<file path="config.mk">
export PLATFORM = sky130hd
export DESIGN_NAME = nce_core
export DESIGN_NICKNAME = d
export VERILOG_FILES = /design/src/nce_pkg.sv /design/src/nce_cycle_timer.sv /design/src/nce_alu.sv /design/src/nce_core.sv
export SDC_FILE = /design/constraint.sdc
export NUM_CORES = 1
export LEC_CHECK = 0
export ABC_CLOCK_PERIOD_IN_PS = 4500
export BUFFER_PORTS_ARGS = -buffer_cell sky130_fd_sc_hd__buf_2
export CAP_MARGIN = 20
export CELL_PAD_IN_SITES_DETAIL_PLACEMENT = 0
export CELL_PAD_IN_SITES_GLOBAL_PLACEMENT = 1
export CORE_MARGIN = 2
export CORE_UTILIZATION = 45
export CTS_CLUSTER_SIZE = 8
export DETAILED_ROUTE_END_ITERATION = 8
export PLACE_DENSITY_LB_ADDON = 0.1
export SETUP_SLACK_MARGIN = 0.05
export SLEW_MARGIN = 30
export SYNTH_ARGS = -nofsm -noshare
export SYNTH_HDL_FRONTEND = slang
export SYNTH_SLANG_ARGS = --single-unit
</file>
<file path="constraint.sdc">
create_clock -name ref_clk_in -period 4.5 [get_ports ref_clk_in]
set_input_delay 0.45 -clock ref_clk_in [delete_from_list [all_inputs] [get_ports ref_clk_in]]
set_output_delay 0.45 -clock ref_clk_in [all_outputs]
set_load 0.02 [all_outputs]
</file>
<file path="src/nce_pkg.sv">
// constants for the nibble cpu instruction executor
package nce_pkg;
    localparam int          PC_W          = 12;
    localparam int          TGT_W         = 11;
    localparam int          STACK_DEPTH   = 4;
    localparam int          BANK_W        = 3;
    localparam int          ADDR_W        = 7;
    localparam int          WARMUP_DIV    = 512;
    localparam int          CYC_FAST      = 4;
    localparam int          CYC_SLOW      = 16;
    localparam int          DAA_LIMIT     = 9;
    localparam logic [3:0]  DEC_SIX       = 4'h6;
    localparam logic [3:0]  DEC_TEN       = 4'hA;
    localparam logic [PC_W-1:0] PC_RESET  = 12'h000;
    // opcode prefixes (top five bits)
    localparam logic [4:0]  OP_ADC        = 5'h00;
    localparam logic [4:0]  OP_ADD        = 5'h01;
    localparam logic [4:0]  OP_SBC        = 5'h02;
    localparam logic [4:0]  OP_SUB        = 5'h03;
    localparam logic [4:0]  OP_XOR        = 5'h04;
    localparam logic [4:0]  OP_OR         = 5'h05;
    localparam logic [4:0]  OP_AND        = 5'h06;
    localparam logic [4:0]  OP_LDST       = 5'h07;
    localparam logic [4:0]  OP_ADI        = 5'h08;
    localparam logic [4:0]  OP_IMMEDIATE_SUM_WRITEBACK       = 5'h09;
    localparam logic [4:0]  OP_SBI        = 5'h0A;
    localparam logic [4:0]  OP_IMMEDIATE_DIFFERENCE_WRITEBACK       = 5'h0B;
    localparam logic [4:0]  OP_XORI       = 5'h0C;
    localparam logic [4:0]  OP_ORI        = 5'h0D;
    localparam logic [4:0]  OP_ANDI       = 5'h0E;
    localparam logic [4:0]  OP_LDI        = 5'h0F;
    localparam logic [4:0]  OP_BNZ        = 5'h10;
    localparam logic [4:0]  OP_BNC        = 5'h11;
    localparam logic [4:0]  OP_BAZ        = 5'h12;
    localparam logic [4:0]  OP_BC         = 5'h13;
    localparam logic [4:0]  OP_CALL       = 5'h18;
    localparam logic [4:0]  OP_DEC        = 5'h19;
    localparam logic [4:0]  OP_RET        = 5'h1A;
    localparam logic [4:0]  OP_PWR        = 5'h1B;
    localparam logic [3:0]  OP_JMP4       = 4'hE;
    localparam logic [3:0]  DEC_ADD_SEL   = 4'h6;
    localparam logic [3:0]  DEC_SUB_SEL   = 4'hA;
    localparam logic [15:0] W_SHR         = 16'hF000;
    localparam logic [15:0] W_TABLE_INDEXED_JUMP        = 16'hF7FF;
    localparam logic [15:0] W_NOP         = 16'hFFFF;
    localparam logic [15:0] W_RETI        = 16'hD400;
    localparam logic [15:0] W_HALT        = 16'hD800;
    localparam logic [15:0] W_STOP        = 16'hDC00;
    typedef enum logic [1:0] {
        NCE_WARM = 2'b00,
        NCE_RUN  = 2'b01,
        NCE_HALT = 2'b11,
        NCE_STOP = 2'b10
    } nce_state_type;
endpackage : nce_pkg

</file>
<file path="src/nce_cycle_timer.sv">
// programmable divider: pulses once every last_in + 1 clocks while enabled
`timescale 1ns/1ns
module nce_cycle_timer #(
    parameter int W = 9
) (
    input  wire logic         ref_clk_in,
    input  wire logic         rst_in,
    input  wire logic         run_in,
    input  wire logic [W-1:0] last_in,
    output logic              tick_out
);
    logic [W-1:0] cnt_q;
    logic [W-1:0] cnt_d;
    wire          at_end = (cnt_q == last_in);

    assign cnt_d    = (!run_in || at_end) ? '0 : cnt_q + W'(1);
    assign tick_out = run_in && at_end;

    always_ff @(posedge ref_clk_in or posedge rst_in)
        if (rst_in)
            cnt_q <= '0;
        else
            cnt_q <= cnt_d;
endmodule : nce_cycle_timer

</file>
<file path="src/nce_alu.sv">
// 4-bit adder/logic unit with decimal adjust
`timescale 1ns/1ns
module nce_alu (
    input  wire logic [2:0] sel_in,
    input  wire logic [3:0] a_in,
    input  wire logic [3:0] b_in,
    input  wire logic       cin_in,
    output logic [3:0]      res_out,
    output logic            cout_out
);
    // sel: 0 add, 1 xor, 2 or, 3 and, 4 decimal add fix, 5 decimal sub fix
    wire [4:0] sum    = {1'b0, a_in} + {1'b0, b_in} + {4'h0, cin_in};
    wire       da_hi  = cin_in || (a_in > 4'(nce_pkg::DAA_LIMIT));
    wire [4:0] da_sum = {1'b0, a_in} + {1'b0, nce_pkg::DEC_SIX};
    wire [3:0] ds_fix = a_in + nce_pkg::DEC_TEN;

    always_comb
    begin
        res_out  = sum[3:0];
        cout_out = sum[4];
        case (sel_in)
            3'h1: begin res_out = a_in ^ b_in; cout_out = cin_in; end
            3'h2: begin res_out = a_in | b_in; cout_out = cin_in; end
            3'h3: begin res_out = a_in & b_in; cout_out = cin_in; end
            3'h4:
            begin
                res_out  = da_hi ? da_sum[3:0] : a_in;
                cout_out = da_hi;
            end
            3'h5:
            begin
                // borrow pending when carry clear after subtract
                res_out  = cin_in ? a_in : ds_fix;
                cout_out = cin_in;
            end
            default: ;
        endcase
    end
endmodule : nce_alu

</file>
<file path="src/nce_core.sv">
// instruction decode and execute for the 4-bit core
// Function
// [RULE1] one word, one instruction cycle each
// [RULE2] add with/without carry, optional writeback
// [RULE3] subtract with borrow or plus one
// [RULE4] xor/or/and memory with work, carry kept
// [RULE5] shift work right, bit0 into carry
// [RULE6] immediate add, optional writeback, carry updated
// [RULE7] immediate subtract, optional writeback, carry updated
// [RULE8] immediate logic into work and memory
// [RULE9] decimal adjust after add or subtract
// [RULE10] load or store with bank select
// [RULE11] immediate load into work and memory
// [RULE12] branch on work zero/nonzero, carry
// [RULE13] branch on selected work bit set
// [RULE14] call pushes carry and pc, keeps page
// [RULE15] return loads table register and work
// [RULE16] return from interrupt restores carry, pc
// [RULE17] jump loads full twelve-bit target
// [RULE18] table jump and no operation
// [RULE19] halt stops cpu, any interrupt wakes
// [RULE20] stop halts all, port interrupt wakes
// [RULE21] warm-up of 512 clocks after reset/stop
// [RULE22] cycle length option 4 or 16 clocks
`timescale 1ns/1ns
module nce_core #(
    parameter bit SLOW_CYCLE = 1'b0,
    parameter int WARMUP     = nce_pkg::WARMUP_DIV
) (
    input  wire logic                        ref_clk_in,
    input  wire logic                        rst_in,
    input  wire logic [15:0]                 rom_data_in,
    input  wire logic [3:0]                  mem_rdata_in,
    input  wire logic                        irq_any_in,
    input  wire logic                        irq_port_in,
    output logic [nce_pkg::PC_W-1:0]         rom_addr_out,
    output logic [nce_pkg::BANK_W-1:0]       mem_bank_out,
    output logic [nce_pkg::ADDR_W-1:0]       mem_addr_out,
    output logic [3:0]                       mem_wdata_out,
    output logic                             mem_we_out,
    output logic                             osc_stop_out,
    output logic                             cpu_halted_out,
    output logic                             cycle_done_out,
    output logic [3:0]                       work_register_out,
    output logic                             carry_flag_out
);
    // the warm-up divider is nine bits wide
    if (WARMUP < 1 || WARMUP > nce_pkg::WARMUP_DIV)
    begin : g_warm_check
        $error("warm-up count out of range");
    end

    localparam int PW = nce_pkg::PC_W;

    nce_pkg::nce_state_type state_q;
    nce_pkg::nce_state_type state_d;
    logic [PW-1:0]  pc_q;
    logic [PW-1:0]  pc_d;
    logic [3:0]     work_register_q;
    logic [3:0]     work_d;
    logic           carry_flag_q;
    logic           carry_d;
    logic [3:0]     table_branch_reg_q;
    logic [3:0]     tbr_d;
    logic [PW:0]    stack_q [nce_pkg::STACK_DEPTH];
    logic [1:0]     sp_q;
    logic [1:0]     sp_d;
    logic           push;
    logic           pop;
    logic [1:0]     irq_any_s;
    logic [1:0]     irq_port_s;

    // pins are asynchronous to the core clock
    always_ff @(posedge ref_clk_in or posedge rst_in)
        if (rst_in)
        begin
            irq_any_s  <= 2'b00;
            irq_port_s <= 2'b00;
        end
        else
        begin
            irq_any_s  <= {irq_any_s[0], irq_any_in};
            irq_port_s <= {irq_port_s[0], irq_port_in};
        end
    wire irq_any  = irq_any_s[1];
    wire irq_port = irq_port_s[1];

    // instruction cycle and warm-up dividers
    wire       cyc_run = (state_q == nce_pkg::NCE_RUN);
    wire       warm_run = (state_q == nce_pkg::NCE_WARM);
    wire [3:0] cyc_last = SLOW_CYCLE ? 4'(nce_pkg::CYC_SLOW - 1) : 4'(nce_pkg::CYC_FAST - 1); // [RULE22]
    wire [8:0] warm_last = 9'(WARMUP - 1);
    wire       exec;
    wire       warm_done;

    nce_cycle_timer #(.W(4)) u_cyc (
        .ref_clk_in (ref_clk_in),
        .rst_in     (rst_in),
        .run_in     (cyc_run),
        .last_in    (cyc_last),
        .tick_out   (exec)
    );
    nce_cycle_timer #(.W(9)) u_warm (
        .ref_clk_in (ref_clk_in),
        .rst_in     (rst_in),
        .run_in     (warm_run),
        .last_in    (warm_last),
        .tick_out   (warm_done)
    );

    // decode
    wire [15:0] ir      = rom_data_in;
    wire [4:0]  op      = ir[15:11];
    wire        wb_bit  = ir[10];
    wire [3:0]  imm     = ir[10:7];
    wire [6:0]  maddr   = ir[6:0];
    wire [10:0] tgt     = ir[10:0];
    wire        is_arith = (op <= nce_pkg::OP_AND);                     // [RULE2] [RULE3] [RULE4]
    wire        is_imm   = (op >= nce_pkg::OP_ADI) && (op <= nce_pkg::OP_ANDI);
    wire        is_dec   = (op == nce_pkg::OP_DEC)
                           && (ir[10:7] == nce_pkg::DEC_ADD_SEL || ir[10:7] == nce_pkg::DEC_SUB_SEL);
    wire        is_ldst  = (op == nce_pkg::OP_LDST);
    wire        is_ldi   = (op == nce_pkg::OP_LDI);
    wire        is_br    = (op[4:3] == 2'b10);
    wire        is_call  = (op == nce_pkg::OP_CALL);
    wire        is_retw  = (op == nce_pkg::OP_RET) && (ir[10:8] == 3'b000);
    wire        is_reti  = (ir == nce_pkg::W_RETI);
    wire        is_jmp   = (ir[15:12] == nce_pkg::OP_JMP4);
    wire        is_shr   = (ir == nce_pkg::W_SHR);
    wire        is_table_indexed_jump  = (ir == nce_pkg::W_TABLE_INDEXED_JUMP);
    wire        is_halt  = (ir == nce_pkg::W_HALT);
    wire        is_stop  = (ir == nce_pkg::W_STOP);

    // branch condition
    logic br_take;
    always_comb
    begin
        case (op)
            nce_pkg::OP_BAZ: br_take = (work_register_q == 4'h0);        // [RULE12]
            nce_pkg::OP_BNZ: br_take = (work_register_q != 4'h0);
            nce_pkg::OP_BC:  br_take = carry_flag_q;
            nce_pkg::OP_BNC: br_take = !carry_flag_q;
            default:         br_take = work_register_q[op[1:0]];        // [RULE13]
        endcase
    end

    // alu operand steering
    wire [2:0] alu_sel = is_dec ? (ir[10:7] == nce_pkg::DEC_ADD_SEL ? 3'h4 : 3'h5)
                       : is_arith ? ((op[2:1] == 2'b00 || op == nce_pkg::OP_SBC || op == nce_pkg::OP_SUB)
                                     ? 3'h0 : {1'b0, op[1:0] + 2'b01} - 3'h0)
                       : (op[2:1] == 2'b00 || op == nce_pkg::OP_SBI || op == nce_pkg::OP_IMMEDIATE_DIFFERENCE_WRITEBACK)
                         ? 3'h0 : {1'b0, op[1:0] + 2'b01};
    wire       sub_op  = is_arith ? (op == nce_pkg::OP_SBC || op == nce_pkg::OP_SUB)     // [RULE3]
                                  : (op == nce_pkg::OP_SBI || op == nce_pkg::OP_IMMEDIATE_DIFFERENCE_WRITEBACK);   // [RULE7]
    wire [3:0] src_b   = is_arith ? work_register_q : imm;
    wire [3:0] alu_b   = sub_op ? ~src_b : src_b;
    wire       alu_cin = is_dec ? carry_flag_q
                       : (op == nce_pkg::OP_ADC || op == nce_pkg::OP_SBC) ? carry_flag_q
                       : (op == nce_pkg::OP_SUB || op == nce_pkg::OP_SBI || op == nce_pkg::OP_IMMEDIATE_DIFFERENCE_WRITEBACK);
    wire [3:0] alu_res;
    wire       alu_cout;
    wire       keeps_carry = alu_sel[2:1] == 2'b00 ? alu_sel[0] : (alu_sel == 3'h2 || alu_sel == 3'h3);

    nce_alu u_alu (
        .sel_in   (alu_sel),
        .a_in     (mem_rdata_in),
        .b_in     (alu_b),
        .cin_in   (alu_cin),
        .res_out  (alu_res),
        .cout_out (alu_cout)
    );

    // writeback to memory
    wire mem_wr = is_arith ? wb_bit                                     // [RULE2] [RULE3] [RULE4]
                : is_imm ? (op != nce_pkg::OP_ADI && op != nce_pkg::OP_SBI) // [RULE6] [RULE7] [RULE8]
                : is_dec || is_ldi || (is_ldst && wb_bit);              // [RULE9] [RULE10] [RULE11]

    assign rom_addr_out  = pc_q;
    assign mem_bank_out  = (is_arith || is_ldst) ? ir[9:7] : 3'h0;      // [RULE10]
    assign mem_addr_out  = maddr;
    assign mem_wdata_out = is_ldi ? imm : (is_ldst ? work_register_q : alu_res);
    assign mem_we_out    = exec && mem_wr;                             // [RULE1]

    wire [PW-1:0] pc_inc = pc_q + PW'(1);
    wire [PW:0]   stack_top = stack_q[sp_q - 2'd1];

    // next-state: everything commits on the single exec pulse
    always_comb
    begin
        pc_d    = pc_inc;
        work_d  = work_register_q;
        carry_d = carry_flag_q;
        tbr_d   = table_branch_reg_q;
        push    = 1'b0;
        pop     = 1'b0;
        if (is_arith || is_imm || is_dec)
        begin
            work_d  = alu_res;
            carry_d = keeps_carry ? carry_flag_q : alu_cout;            // [RULE4] [RULE8] [RULE9]
        end
        else if (is_ldst)
            work_d = wb_bit ? work_register_q : mem_rdata_in;           // [RULE10]
        else if (is_ldi)
            work_d = imm;                                                // [RULE11]
        else if (is_br)
            pc_d = br_take ? {pc_q[PW-1], tgt} : pc_inc;                // [RULE12] [RULE13]
        else if (is_call)
        begin
            push = 1'b1;                                                 // [RULE14]
            pc_d = {pc_q[PW-1], tgt};
        end
        else if (is_retw)
        begin
            pop    = 1'b1;                                               // [RULE15]
            pc_d   = stack_top[PW-1:0];
            tbr_d  = ir[7:4];
            work_d = ir[3:0];
        end
        else if (is_reti)
        begin
            pop     = 1'b1;                                              // [RULE16]
            pc_d    = stack_top[PW-1:0];
            carry_d = stack_top[PW];
        end
        else if (is_jmp)
            pc_d = ir[PW-1:0];                                           // [RULE17]
        else if (is_shr)
        begin
            work_d  = {1'b0, work_register_q[3:1]};                      // [RULE5]
            carry_d = work_register_q[0];
        end
        else if (is_table_indexed_jump)
            pc_d = {pc_q[11:8], table_branch_reg_q, work_register_q};   // [RULE18]
    end

    assign sp_d = push ? sp_q + 2'd1 : (pop ? sp_q - 2'd1 : sp_q);

    // power state
    always_comb
    begin
        state_d = state_q;
        case (state_q)
            nce_pkg::NCE_WARM: if (warm_done) state_d = nce_pkg::NCE_RUN;          // [RULE21]
            nce_pkg::NCE_RUN:
            begin
                if (exec && is_halt) state_d = nce_pkg::NCE_HALT;                  // [RULE19]
                if (exec && is_stop) state_d = nce_pkg::NCE_STOP;                  // [RULE20]
            end
            nce_pkg::NCE_HALT: if (irq_any || irq_port) state_d = nce_pkg::NCE_RUN; // [RULE19]
            nce_pkg::NCE_STOP: if (irq_port) state_d = nce_pkg::NCE_WARM;          // [RULE20] [RULE21]
            default: state_d = nce_pkg::NCE_WARM;
        endcase
    end

    always_ff @(posedge ref_clk_in or posedge rst_in)
        if (rst_in)
        begin
            state_q            <= nce_pkg::NCE_WARM;
            pc_q               <= nce_pkg::PC_RESET;
            work_register_q    <= 4'h0;
            carry_flag_q       <= 1'b0;
            table_branch_reg_q <= 4'h0;
            sp_q               <= 2'd0;
        end
        else
        begin
            state_q <= state_d;
            if (exec)
            begin
                pc_q               <= pc_d;
                work_register_q    <= work_d;
                carry_flag_q       <= carry_d;
                table_branch_reg_q <= tbr_d;
                sp_q               <= sp_d;
            end
        end

    // stack holds carry with return address; overflow wraps silently, oldest entry lost
    always_ff @(posedge ref_clk_in)
        if (exec && push)
            stack_q[sp_q] <= {carry_flag_q, pc_inc};                     // [RULE14]

    assign osc_stop_out      = (state_q == nce_pkg::NCE_STOP);
    assign cpu_halted_out    = (state_q != nce_pkg::NCE_RUN);
    assign cycle_done_out    = exec;
    assign work_register_out = work_register_q;
    assign carry_flag_out    = carry_flag_q;

    // assertions
    property p_shr;
        @(posedge ref_clk_in) disable iff (rst_in)
        exec && is_shr |=> work_register_q == {1'b0, $past(work_register_q[3:1])}
                           && carry_flag_q == $past(work_register_q[0]);
    endproperty
    a_shr: assert property (p_shr) else $error("shift right wrong"); // [RULE5]

    property p_logic_carry;
        @(posedge ref_clk_in) disable iff (rst_in)
        exec && (is_arith && op >= nce_pkg::OP_XOR || op >= nce_pkg::OP_XORI && op <= nce_pkg::OP_LDI)
        |=> $stable(carry_flag_q);
    endproperty
    a_logic_carry: assert property (p_logic_carry) else $error("logic op changed carry"); // [RULE4]

    property p_imm_we;
        @(posedge ref_clk_in) disable iff (rst_in)
        exec && (op == nce_pkg::OP_ADI || op == nce_pkg::OP_SBI) |-> !mem_we_out;
    endproperty
    a_imm_we: assert property (p_imm_we) else $error("immediate op wrote memory"); // [RULE6]

    property p_ldi;
        @(posedge ref_clk_in) disable iff (rst_in)
        exec && is_ldi |-> mem_we_out && mem_wdata_out == imm ##1 work_register_q == $past(imm);
    endproperty
    a_ldi: assert property (p_ldi) else $error("immediate load wrong"); // [RULE11]

    property p_jmp;
        @(posedge ref_clk_in) disable iff (rst_in)
        exec && is_jmp |=> pc_q == $past(ir[11:0]);
    endproperty
    a_jmp: assert property (p_jmp) else $error("jump target wrong"); // [RULE17]

    property p_call_page;
        @(posedge ref_clk_in) disable iff (rst_in)
        exec && is_call |=> pc_q[11] == $past(pc_q[11]) && pc_q[10:0] == $past(tgt);
    endproperty
    a_call_page: assert property (p_call_page) else $error("call changed page"); // [RULE14]

    property p_one_cycle;
        @(posedge ref_clk_in) disable iff (rst_in)
        exec |=> !exec [*3];
    endproperty
    a_one_cycle: assert property (p_one_cycle) else $error("cycle shorter than four clocks"); // [RULE22]

    property p_halt;
        @(posedge ref_clk_in) disable iff (rst_in)
        exec && is_halt |=> state_q == nce_pkg::NCE_HALT;
    endproperty
    a_halt: assert property (p_halt) else $error("halt not entered"); // [RULE19]

    property p_stop_warm;
        @(posedge ref_clk_in) disable iff (rst_in)
        state_q == nce_pkg::NCE_STOP && irq_port |=> state_q == nce_pkg::NCE_WARM;
    endproperty
    a_stop_warm: assert property (p_stop_warm) else $error("stop wake skipped warm-up"); // [RULE20]
endmodule : nce_core

</file>
==> impl_metrics.py, run 1 <==
metrics = {
    "outcome": {
        "status": "completed",
    },
    "global_route": {
        "track_usage": 0.2568,
        "antenna_found_initial": 0,
        "grt_pass1_vias": 5024,
        "grt_overflow": 0,
        "grt_first_pass_wirelength_um": 28560,
        "grt_max_degree": 43,
    },
    "floorplan": {
        "start_util": 0.4581,
        "rows": 43,
        "dieWidth_um": 122.4,
        "die_area_um2": 14990,
        "die_h_um": 122.4,
        "core-area_um2": 13770,
        "io_pins": 59,
    },
    "routing": {
        "ant_nets": 0,
        "drc_errors": 0,
        "viasPerCell": 6.240,
        "drt_iter0_drc": 378,
        "wl_per_cell_um": 22.35,
        "via_count": 5154,
        "dr.pass1.iters": 5,
        "wirelength_um": 18460,
    },
    "synthesis": {
        "synth-edff-count": 52,
        "ys.flop_type": "edfxtp_1",
        "synth_area_per_cell_um2": 10.31,
        "synth_top_cell_area_share": 0.2475,
        "synth.most_common_cell": "edfxtp_1",
        "synth-seq-cells": 94,
        "yosysWarnings": 0,
        "synth_seq_area_share": 0.4140,
        "syn_area_um2": 6310,
        "async_flop_share": 0.4468,
        "synthesis.nets": 660,
        "synth_area_leaders": "edfxtp_1 (25%), dfrtp_1 (17%), mux4_2 (5.0%), ha_1 (4.4%), a21oi_1 (2.7%)",
        "synth_cell_types": 84,
        "syn_inst": 612,
        "ys_top_cells_by_count": "edfxtp_1 (52), dfrtp_1 (42), a21oi_1 (34), nand2_1 (34), nor2_1 (33)",
        "synthDominantAreaCellType": "edfxtp_1",
    },
    "cells_and_area": {
        "layout-drive-gt1-share": 0.1950,
        "fin_area_um2": 6900,
        "nets": 689,
        "fin_util": 0.5010,
        "diodes": 0,
        "fillers": 1305,
        "area_growth_syn_to_layout_pct": 9.360,
    },
    "worst_setup_path": {
        "cp-end-kind": "output pin",
        "worstPathMaxFanout": 17,
        "reg2reg_from": "u_cyc.cnt_q[0]",
        "crit_path_start": "rom_data_in[11]",
        "start_kind": "input port",
        "r2r_end": "table_branch_reg_q[1]",
        "crit_end": "mem_wdata_out[3]",
        "crit_required_ns": 4.05,
        "reg2reg_slack_ns": 1.49,
        "r2r_cells": 8,
        "arrival_ns": 3.66,
        "critPathKind": "in2out",
    },
    "pwr": {
        "p_leak_nw": 2.822,
        "p_per_area_nw_per_um2": 397.6,
        "power.total_w": 0.002743,
        "ir_worst_vdd_v": 0.0002474,
    },
    "clock_network": {
        "cts_sinks": 94,
        "cts_resized": 0,
        "clkLatencyLatePin_ns": 0.35,
        "htreeDepth": 3,
        "cts_setup_buffers": 0,
        "cts_hold_buf": 0,
        "cts_tree": "done",
        "cts_root_buffer": "clkbuf_16",
        "clkTransAtPathRegs_ns": 0.07,
        "cts_buffer_depth": 2,
        "cts_made_buffers": 9,
    },
    "min_path": {
        "hold_path.class": "in2async",
    },
    "timing": {
        "clock_skew_ns": 0.007935,
        "rsz0062_at_grt": "false",
        "hold_viol": 0,
        "fin_crit_ns": 4.113,
        "tns_ns": 0,
        "fmax_ghz": 0.2431,
        "relSlewSlack": 0.4305,
        "period_share": 0.9141,
        "setup_viol": 0,
        "drv_slew": 0,
        "worstMarginPinSlew_ns": 0.8543,
    },
    "placement": {
        "place.gp.congestion": 0.9660,
        "hpwl_um": 12930,
        "port_buffers": 58,
        "placed_area_um2": 6628,
    },
    "flow_run": {
        "cap_violations": 0,
    },
}
==> power by group <==
part / switching [W] / internal (W) / leakage, nW
combinational: 0.000523 / 0.000336 / 1.69
clock: 0.000334 / 0.000375 / 0.135
sequential: 0.000138 / 0.00104 / 0.999
total: 0.000996 / 0.00175 / 2.82
==> worst max-delay path: stages <==
cell	delay (ns)
buf_2	0.29
inv_1	0.19
ha_1	0.36
o21ai_1	0.18
buf_4	0.18
mux2i_1	0.22
xnor2_1	0.17
inv_1	0.08
ha_1	0.33
mux2i_1	0.18
o22ai_1	0.10
o21ai_0	0.21
nand2_1	0.07
a311oi_1	0.34
o31ai_1	0.12
buf_2	0.18
==> per-stage QoR <==
stage / setup slack, ns / hold slack [ns] / cells
2_1_floorplan: 0.9000 / 0.3312 / 612
3_3_place_gp: 0.6046 / 0.3387 / 810
3_5_place_dp: 0.4463 / 0.3396 / 810
4_1_cts: 0.4272 / 0.1838 / 826
5_1_grt: 0.1248 / 0.1858 / 826
6_report: 0.3868 / 0.1682 / 826
==> logic make-up (layout without fill, tap and decap cells) <==
logic type | count (synthesis) | after routing | share of synthesized area
xor+xnor | 22 | 22 | 0.03054
compound gates | 170 | 170 | 0.1904
flops | 94 | 94 | 0.4140
fa+ha+maj | 24 | 24 | 0.04997
simple gates | 182 | 182 | 0.1606
buf+inv | 77 | 111 | 0.05612
mux | 43 | 43 | 0.09835
==> cell type report <==
class	instances	area (um2)	area share
inverters	33	126.4	0.01831
multi-input cells	441	3343	0.4845
clock buffers	9	225.2	0.03264
clock inverters	7	47.55	0.006890
well taps	180	225.2	0.03264
repair buffers	62	320.3	0.04642
flip-flops and latches	94	2613	0.3786
==> placed cells by master, fill, tap and decap left out, drive strengths merged, types with 9 or more instances in the layout <==
master  instances
nor3           12
a21oi          35
a22oi           9
xnor2          15
nor2b           9
mux4           14
nand2          34
clkbuf          9
dfrtp          42
mux2           12
mux2i          17
buf            62
edfxtp         52
o22ai           9
ha             22
o21ai          39
nor2           36
nand3          20
inv            35
==> flip-flops by register name (all words and copies together), names as in the netlist <==
name,count
irq_port_s,2
state_q,2
work_register_out,4
rom_addr_out,12
irq_any_s,2
u_warm.cnt_q,9
stack_q,52
sp_q,2
table_branch_reg_q,4
u_cyc.cnt_q,4
carry_flag_out,1
==> worst min-delay path by stage <==
stage / startpoint / endpoint / depth (start not counted)
4_1_cts: rst_in / irq_port_s[1] / 2
3_5_place_dp: irq_port_s[0] / irq_port_s[1] / 0
6_report: rst_in / irq_any_s[0] / 2
2_1_floorplan: irq_any_s[0] / irq_any_s[1] / 0
5_1_grt: irq_any_in / irq_any_s[0] / 1
3_3_place_gp: irq_port_s[0] / irq_port_s[1] / 0
==> routing by layer <==
metal / share of wire / track usage / vias up
li1: - / - / 2366
met1: 0.44 / 0.3463 / 2539
met2: 0.47 / 0.4021 / 203
met3: 0.060 / 0.03996 / 46
met4: 0.037 / 0.1300 / 0
met5: 0 / 0 / -
No activity file was read; power rests on OpenSTA's default activity.
==> run 2: changes to the inputs <==
Settings changed: GPL_TIMING_DRIVEN set to 0.
==> run 2 against run 1 <==
Count of clock-buffer cells in the layout stayed put; via count up 3.2%; cell count up 4.6%; fmax down 2.4%; clock power is 11% higher; flip-flop and latch count is the same; non-clock buffer count rose by 38; largest cell class unchanged; largest power group unchanged; highest routed layer unchanged.
==> impl_metrics.py, run 2 (synthesis gave the netlist of run 1 again) <==
metrics = {
    "outcome": {
        "status": "completed",
    },
    "floorplan": {
        "core-area_um2": 13770,
        "io_pins": 59,
        "rows": 43,
        "die_area_um2": 14990,
        "die_h_um": 122.4,
        "start_util": 0.4581,
        "dieWidth_um": 122.4,
    },
    "placement": {
        "place.gp.congestion": 0.9152,
        "place_ws_ns": 0.1288,
        "port_buffers": 56,
        "hpwl_um": 13920,
    },
    "worst_setup_path": {
        "start_kind": "input port",
        "crit_required_ns": 4.05,
        "arrival_ns": 3.76,
        "r2r_end": "rom_addr_out[3]",
        "cp-end-kind": "output pin",
        "reg2reg_slack_ns": 0.80,
        "critPathKind": "in2out",
        "r2r_cells": 10,
        "reg2reg_from": "sp_q[0]",
        "worstPathMaxFanout": 9,
    },
    "routing": {
        "via_count": 5317,
        "viasPerCell": 6.154,
        "wl_per_cell_um": 22.20,
        "wirelength_um": 19180,
        "dr.pass1.iters": 5,
        "drc_errors": 0,
        "drt_iter0_drc": 469,
        "ant_nets": 0,
    },
    "timing": {
        "period_share": 0.9364,
        "finalWorstSetupSlack_ns": 0.2863,
        "drv_slew": 0,
        "setup_viol": 0,
        "worstMarginPinSlew_ns": 0.8264,
        "fmax_ghz": 0.2373,
        "rsz0062_at_grt": "false",
        "tns_ns": 0,
        "hold_viol": 0,
        "fin_crit_ns": 4.214,
        "clock_skew_ns": 0.009341,
        "relSlewSlack": 0.4491,
    },
    "pwr": {
        "p_comb_frac": 0.316,
        "switchingPower_w": 0.001020,
        "p_seq_frac": 0.406,
        "pwr-share-clk": 0.279,
        "ir_worst_vdd_v": 0.0003353,
        "swShare": 0.3591,
        "p_per_area_nw_per_um2": 398.6,
        "internal_power_w": 0.001821,
        "p_leak_nw": 2.933,
    },
    "clock_network": {
        "clkLatencyLatePin_ns": 0.36,
        "cts_made_buffers": 9,
        "htreeDepth": 3,
        "cts_sinks": 94,
        "cts_root_buffer": "clkbuf_16",
        "clkTransAtPathRegs_ns": 0.07,
        "cts_setup_buffers": 0,
        "cts_buffer_depth": 2,
        "cts_tree": "done",
    },
    "global_route": {
        "track_usage": 0.2668,
        "grt_pass1_vias": 5110,
        "grt_overflow": 0,
        "grt_first_pass_wirelength_um": 29560,
        "grt_max_degree": 43,
        "antenna_found_initial": 0,
    },
    "cells_and_area": {
        "nets": 727,
        "layout-drive-gt1-share": 0.2105,
        "seq_area_um2": 2613,
        "layout_commonest_cell": "buf_2",
        "multiInputGateArea_um2": 3347,
        "area_growth_syn_to_layout_pct": 12.97,
        "largest_reg_flops": 52,
        "final_cell_mix": "buf_2 (63), edfxtp_1 (52), dfrtp_1 (42)",
        "diodes": 0,
        "fillers": 1283,
        "regMostFlops": "stack_q",
    },
    "flow_run": {
        "cap_violations": 0,
    },
    "min_path": {
        "hold_path.class": "in2async",
    },
}
-- run 2: power groups by stage --
stage / Combinational [W] / Sequential (W) / Clock [W]
after floorplan: 0.000565 / 0.00119 / 0
after global placement: 0.000871 / 0.00117 / 0
after detailed placement: 0.000887 / 0.00117 / 0
after CTS: 0.000893 / 0.00115 / 0.000802
after global routing: 0.000981 / 0.00116 / 0.000836
final: 0.000898 / 0.00115 / 0.000791
-- run 2: worst max-delay path: stages --
cell,delay [ns]
buf_2,0.19
inv_1,0.18
ha_1,0.23
buf_2,0.19
o21ai_2,0.45
mux2i_1,0.28
xnor2_1,0.16
inv_1,0.10
fa_1,0.48
inv_1,0.07
o22ai_1,0.07
a221oi_1,0.40
a211oi_1,0.14
a31oi_1,0.18
buf_2,0.19
-- run 2: what timing repair did --
action / 4_1_cts / 5_1_grt
gates resized for setup: 0 / 3
hold buffers: 0 / 0
setup endpoints to repair: 0 / 4
-- run 2: how the worst max path moves through the flow --
stage / start / to / cells after the start
floorplan: rom_data_in[11] / mem_wdata_out[0] / 13
global placement: rom_data_in[14] / mem_wdata_out[3] / 16
detailed placement: rom_data_in[14] / mem_wdata_out[0] / 15
CTS: rom_data_in[11] / mem_wdata_out[0] / 15
global route: rom_data_in[11] / mem_wdata_out[0] / 15
finish: rom_data_in[11] / mem_wdata_out[0] / 15
-- run 2: layer usage --
layer	vias up	track usage	wire (um)
li1	2445	-	-
met1	2637	0.3639	8335
met2	198	0.4299	9213
met3	37	0.04043	1102
met4	0	0.1020	531
met5	-	0	0
-- run 2: through the flow --
stage / cell area [um2] / util / hold slack [ns] / cells / power (W)
after floorplan: 6310 / - / 0.3312 / 612 / 0.001755
after global placement: 6815 / 0.4948 / 0.3366 / 848 / 0.002037
after detailed placement: 6818 / 0.4950 / 0.3442 / 848 / 0.002053
after CTS: 7123 / 0.5172 / 0.1786 / 864 / 0.002845
after global routing: 7128 / 0.5175 / 0.2009 / 864 / 0.002976
final: 7128 / 0.5175 / 0.1628 / 864 / 0.002841
-- run 2: cell type report --
| class | instances | share of cell area |
|---|---|---|
| inverter | 33 | 0.01773 |
| timing repair buffer | 56 | 0.03932 |
| multi-input combinational | 441 | 0.4695 |
| buffer | 44 | 0.03247 |
| tap | 180 | 0.03160 |
| clock inverter | 7 | 0.01123 |
| clock buffer | 9 | 0.03160 |
| sequential | 94 | 0.3665 |
==> run 3: changes to the inputs <==
Settings changed: CELL_PAD_IN_SITES_DETAIL_PLACEMENT 0 to 1, CELL_PAD_IN_SITES_GLOBAL_PLACEMENT 1 to 2, CORE_UTILIZATION 45 to 42.
==> run 3 against run 2 <==
Setup slack improved by 0.062 ns; sequential power about the same; global-route usage increased by 0.19 points; design area increased by 0.26%; hold slack got worse by 0.023 ns; sequential share of layout area decreased by 0.096 points; critical path type unchanged; largest cell class unchanged; highest routed layer unchanged.
==> impl_metrics.py, run 3 (synthesis gave the netlist of run 1 again) <==
metrics = {
    "floorplan": {
        "dieWidth_um": 126.6,
        "die_h_um": 126.6,
        "io_pins": 59,
        "rows": 44,
        "core-area_um2": 14590,
        "start_util": 0.4325,
        "die_area_um2": 16020,
    },
    "clock_network": {
        "cts_sinks": 94,
        "clkTransAtPathRegs_ns": 0.07,
        "cts_buffer_depth": 2,
        "cts_hold_buf": 0,
        "htreeDepth": 3,
        "clkLatencyLatePin_ns": 0.36,
        "cts_root_buffer": "clkbuf_16",
        "cts_tree": "done",
        "cts_made_buffers": 9,
    },
    "cells_and_area": {
        "regMostFlops": "stack_q",
        "final_cell_mix": "buf_2 (63), edfxtp_1 (52), dfrtp_1 (42)",
        "diodes": 0,
        "largest_reg_flops": 52,
        "layout_commonest_cell": "buf_2",
        "layout-drive-gt1-share": 0.2131,
        "nets": 728,
        "multiInputGateArea_um2": 3353,
        "area_growth_syn_to_layout_pct": 13.27,
        "seq_area_um2": 2613,
        "fillers": 1644,
        "fin_util": 0.4899,
    },
    "global_route": {
        "grt_max_degree": 24,
        "grt_first_pass_wirelength_um": 32930,
        "antenna_found_initial": 0,
        "grt_pass1_vias": 5607,
        "grt_overflow": 0,
        "track_usage": 0.2687,
    },
    "placement": {
        "hpwl_um": 15640,
        "place.gp.congestion": 0.8957,
        "port_buffers": 56,
    },
    "routing": {
        "wl_per_cell_um": 24.29,
        "drt_iter0_drc": 482,
        "wirelength_um": 21110,
        "ant_nets": 0,
        "via_count": 5452,
        "dr.pass1.iters": 5,
        "drc_errors": 0,
        "viasPerCell": 6.274,
    },
    "timing": {
        "worstMarginPinSlew_ns": 0.8396,
        "fmax_ghz": 0.2408,
        "rsz0062_at_grt": "false",
        "hold_viol": 0,
        "drv_slew": 0,
        "setup_viol": 0,
        "clock_skew_ns": 0.01433,
        "period_share": 0.9227,
        "relSlewSlack": 0.4403,
        "fin_crit_ns": 4.152,
    },
    "worst_setup_path": {
        "critPathKind": "in2out",
        "cp-end-kind": "output pin",
        "worstPathMaxFanout": 9,
        "start_kind": "input port",
        "arrival_ns": 3.70,
        "crit_required_ns": 4.05,
    },
    "flow_run": {
        "cap_violations": 0,
    },
    "pwr": {
        "p_per_area_nw_per_um2": 395.0,
        "power.total_w": 0.002823,
        "p_leak_nw": 2.939,
        "ir_worst_vdd_v": 0.0002417,
    },
    "outcome": {
        "status": "completed",
    },
    "min_path": {
        "hold_path.class": "in2async",
    },
}
==> run 3: final timing paths <==
kind,startpoint,endpoint,slack (ns),cells past startpoint
min in group ref_clk_in,irq_any_in,irq_any_s[0],0.20,1
min,rst_in,rom_addr_out[8],0.14,2
min reg2reg,irq_port_s[0],irq_port_s[1],0.35,0
max,rom_data_in[11],mem_wdata_out[3],0.35,16
max reg2reg,sp_q[0],rom_addr_out[8],1.00,10
max in group asynchronous,rst_in,work_register_out[2],3.86,3
==> run 3: per-stage QoR <==
step	area, um2	worst slack (ns)	hold slack, ns	TNS (ns)	std cells
global placement	6820	0.03936	0.3435	0	852
global route	7147	0.04289	0.1659	0	869
finish	7147	0.3479	0.1398	0	869
CTS	7139	0.1941	0.1461	0	869
floorplan	6310	0.9000	0.3312	0	612
detailed placement	6848	-0.01241	0.3389	-0.01241	853
==> run 3: critical path, stage by stage <==
cell      delay (ns)
buf_2           0.19
inv_1           0.16
ha_1            0.22
buf_2           0.20
o21ai_2         0.41
mux2i_1         0.29
xnor2_1         0.18
inv_1           0.07
ha_1            0.32
mux2i_1         0.13
o22ai_1         0.08
o21ai_0         0.16
nand2_1         0.09
a311oi_2        0.41
o31ai_1         0.13
buf_2           0.18
==> run 3: repair_timing <==
action / 4_1_cts / 5_1_grt
setup endpoints to repair: 1 / 1
gates resized for setup: 1 / 3
buffers inserted: 0 / 0
==> run 3: area by class of cell <==
type	count	share of cell area
flip-flops and latches	94	0.3655
well taps	184	0.03221
clock buffers	9	0.03151
inverters	33	0.01733
clock inverters	7	0.008754
multi-input cells	441	0.4692
plain buffers	44	0.03239
repair buffers	57	0.04307
==> run 3: report_power, final <==
| part | internal, W | switching (W) |
|---|---|---|
| combinational | 0.000350 | 0.000573 |
| clock | 0.000387 | 0.000362 |
| sequential | 0.00104 | 0.000114 |
==> run 3: layer usage <==
metal / routed length (um) / vias up / track usage
li1: - / 2453 / -
met1: 8964 / 2770 / 0.3569
met2: 10230 / 193 / 0.4558
met3: 1382 / 36 / 0.03922
met4: 534 / 0 / 0.08274
met5: 0 / - / 0
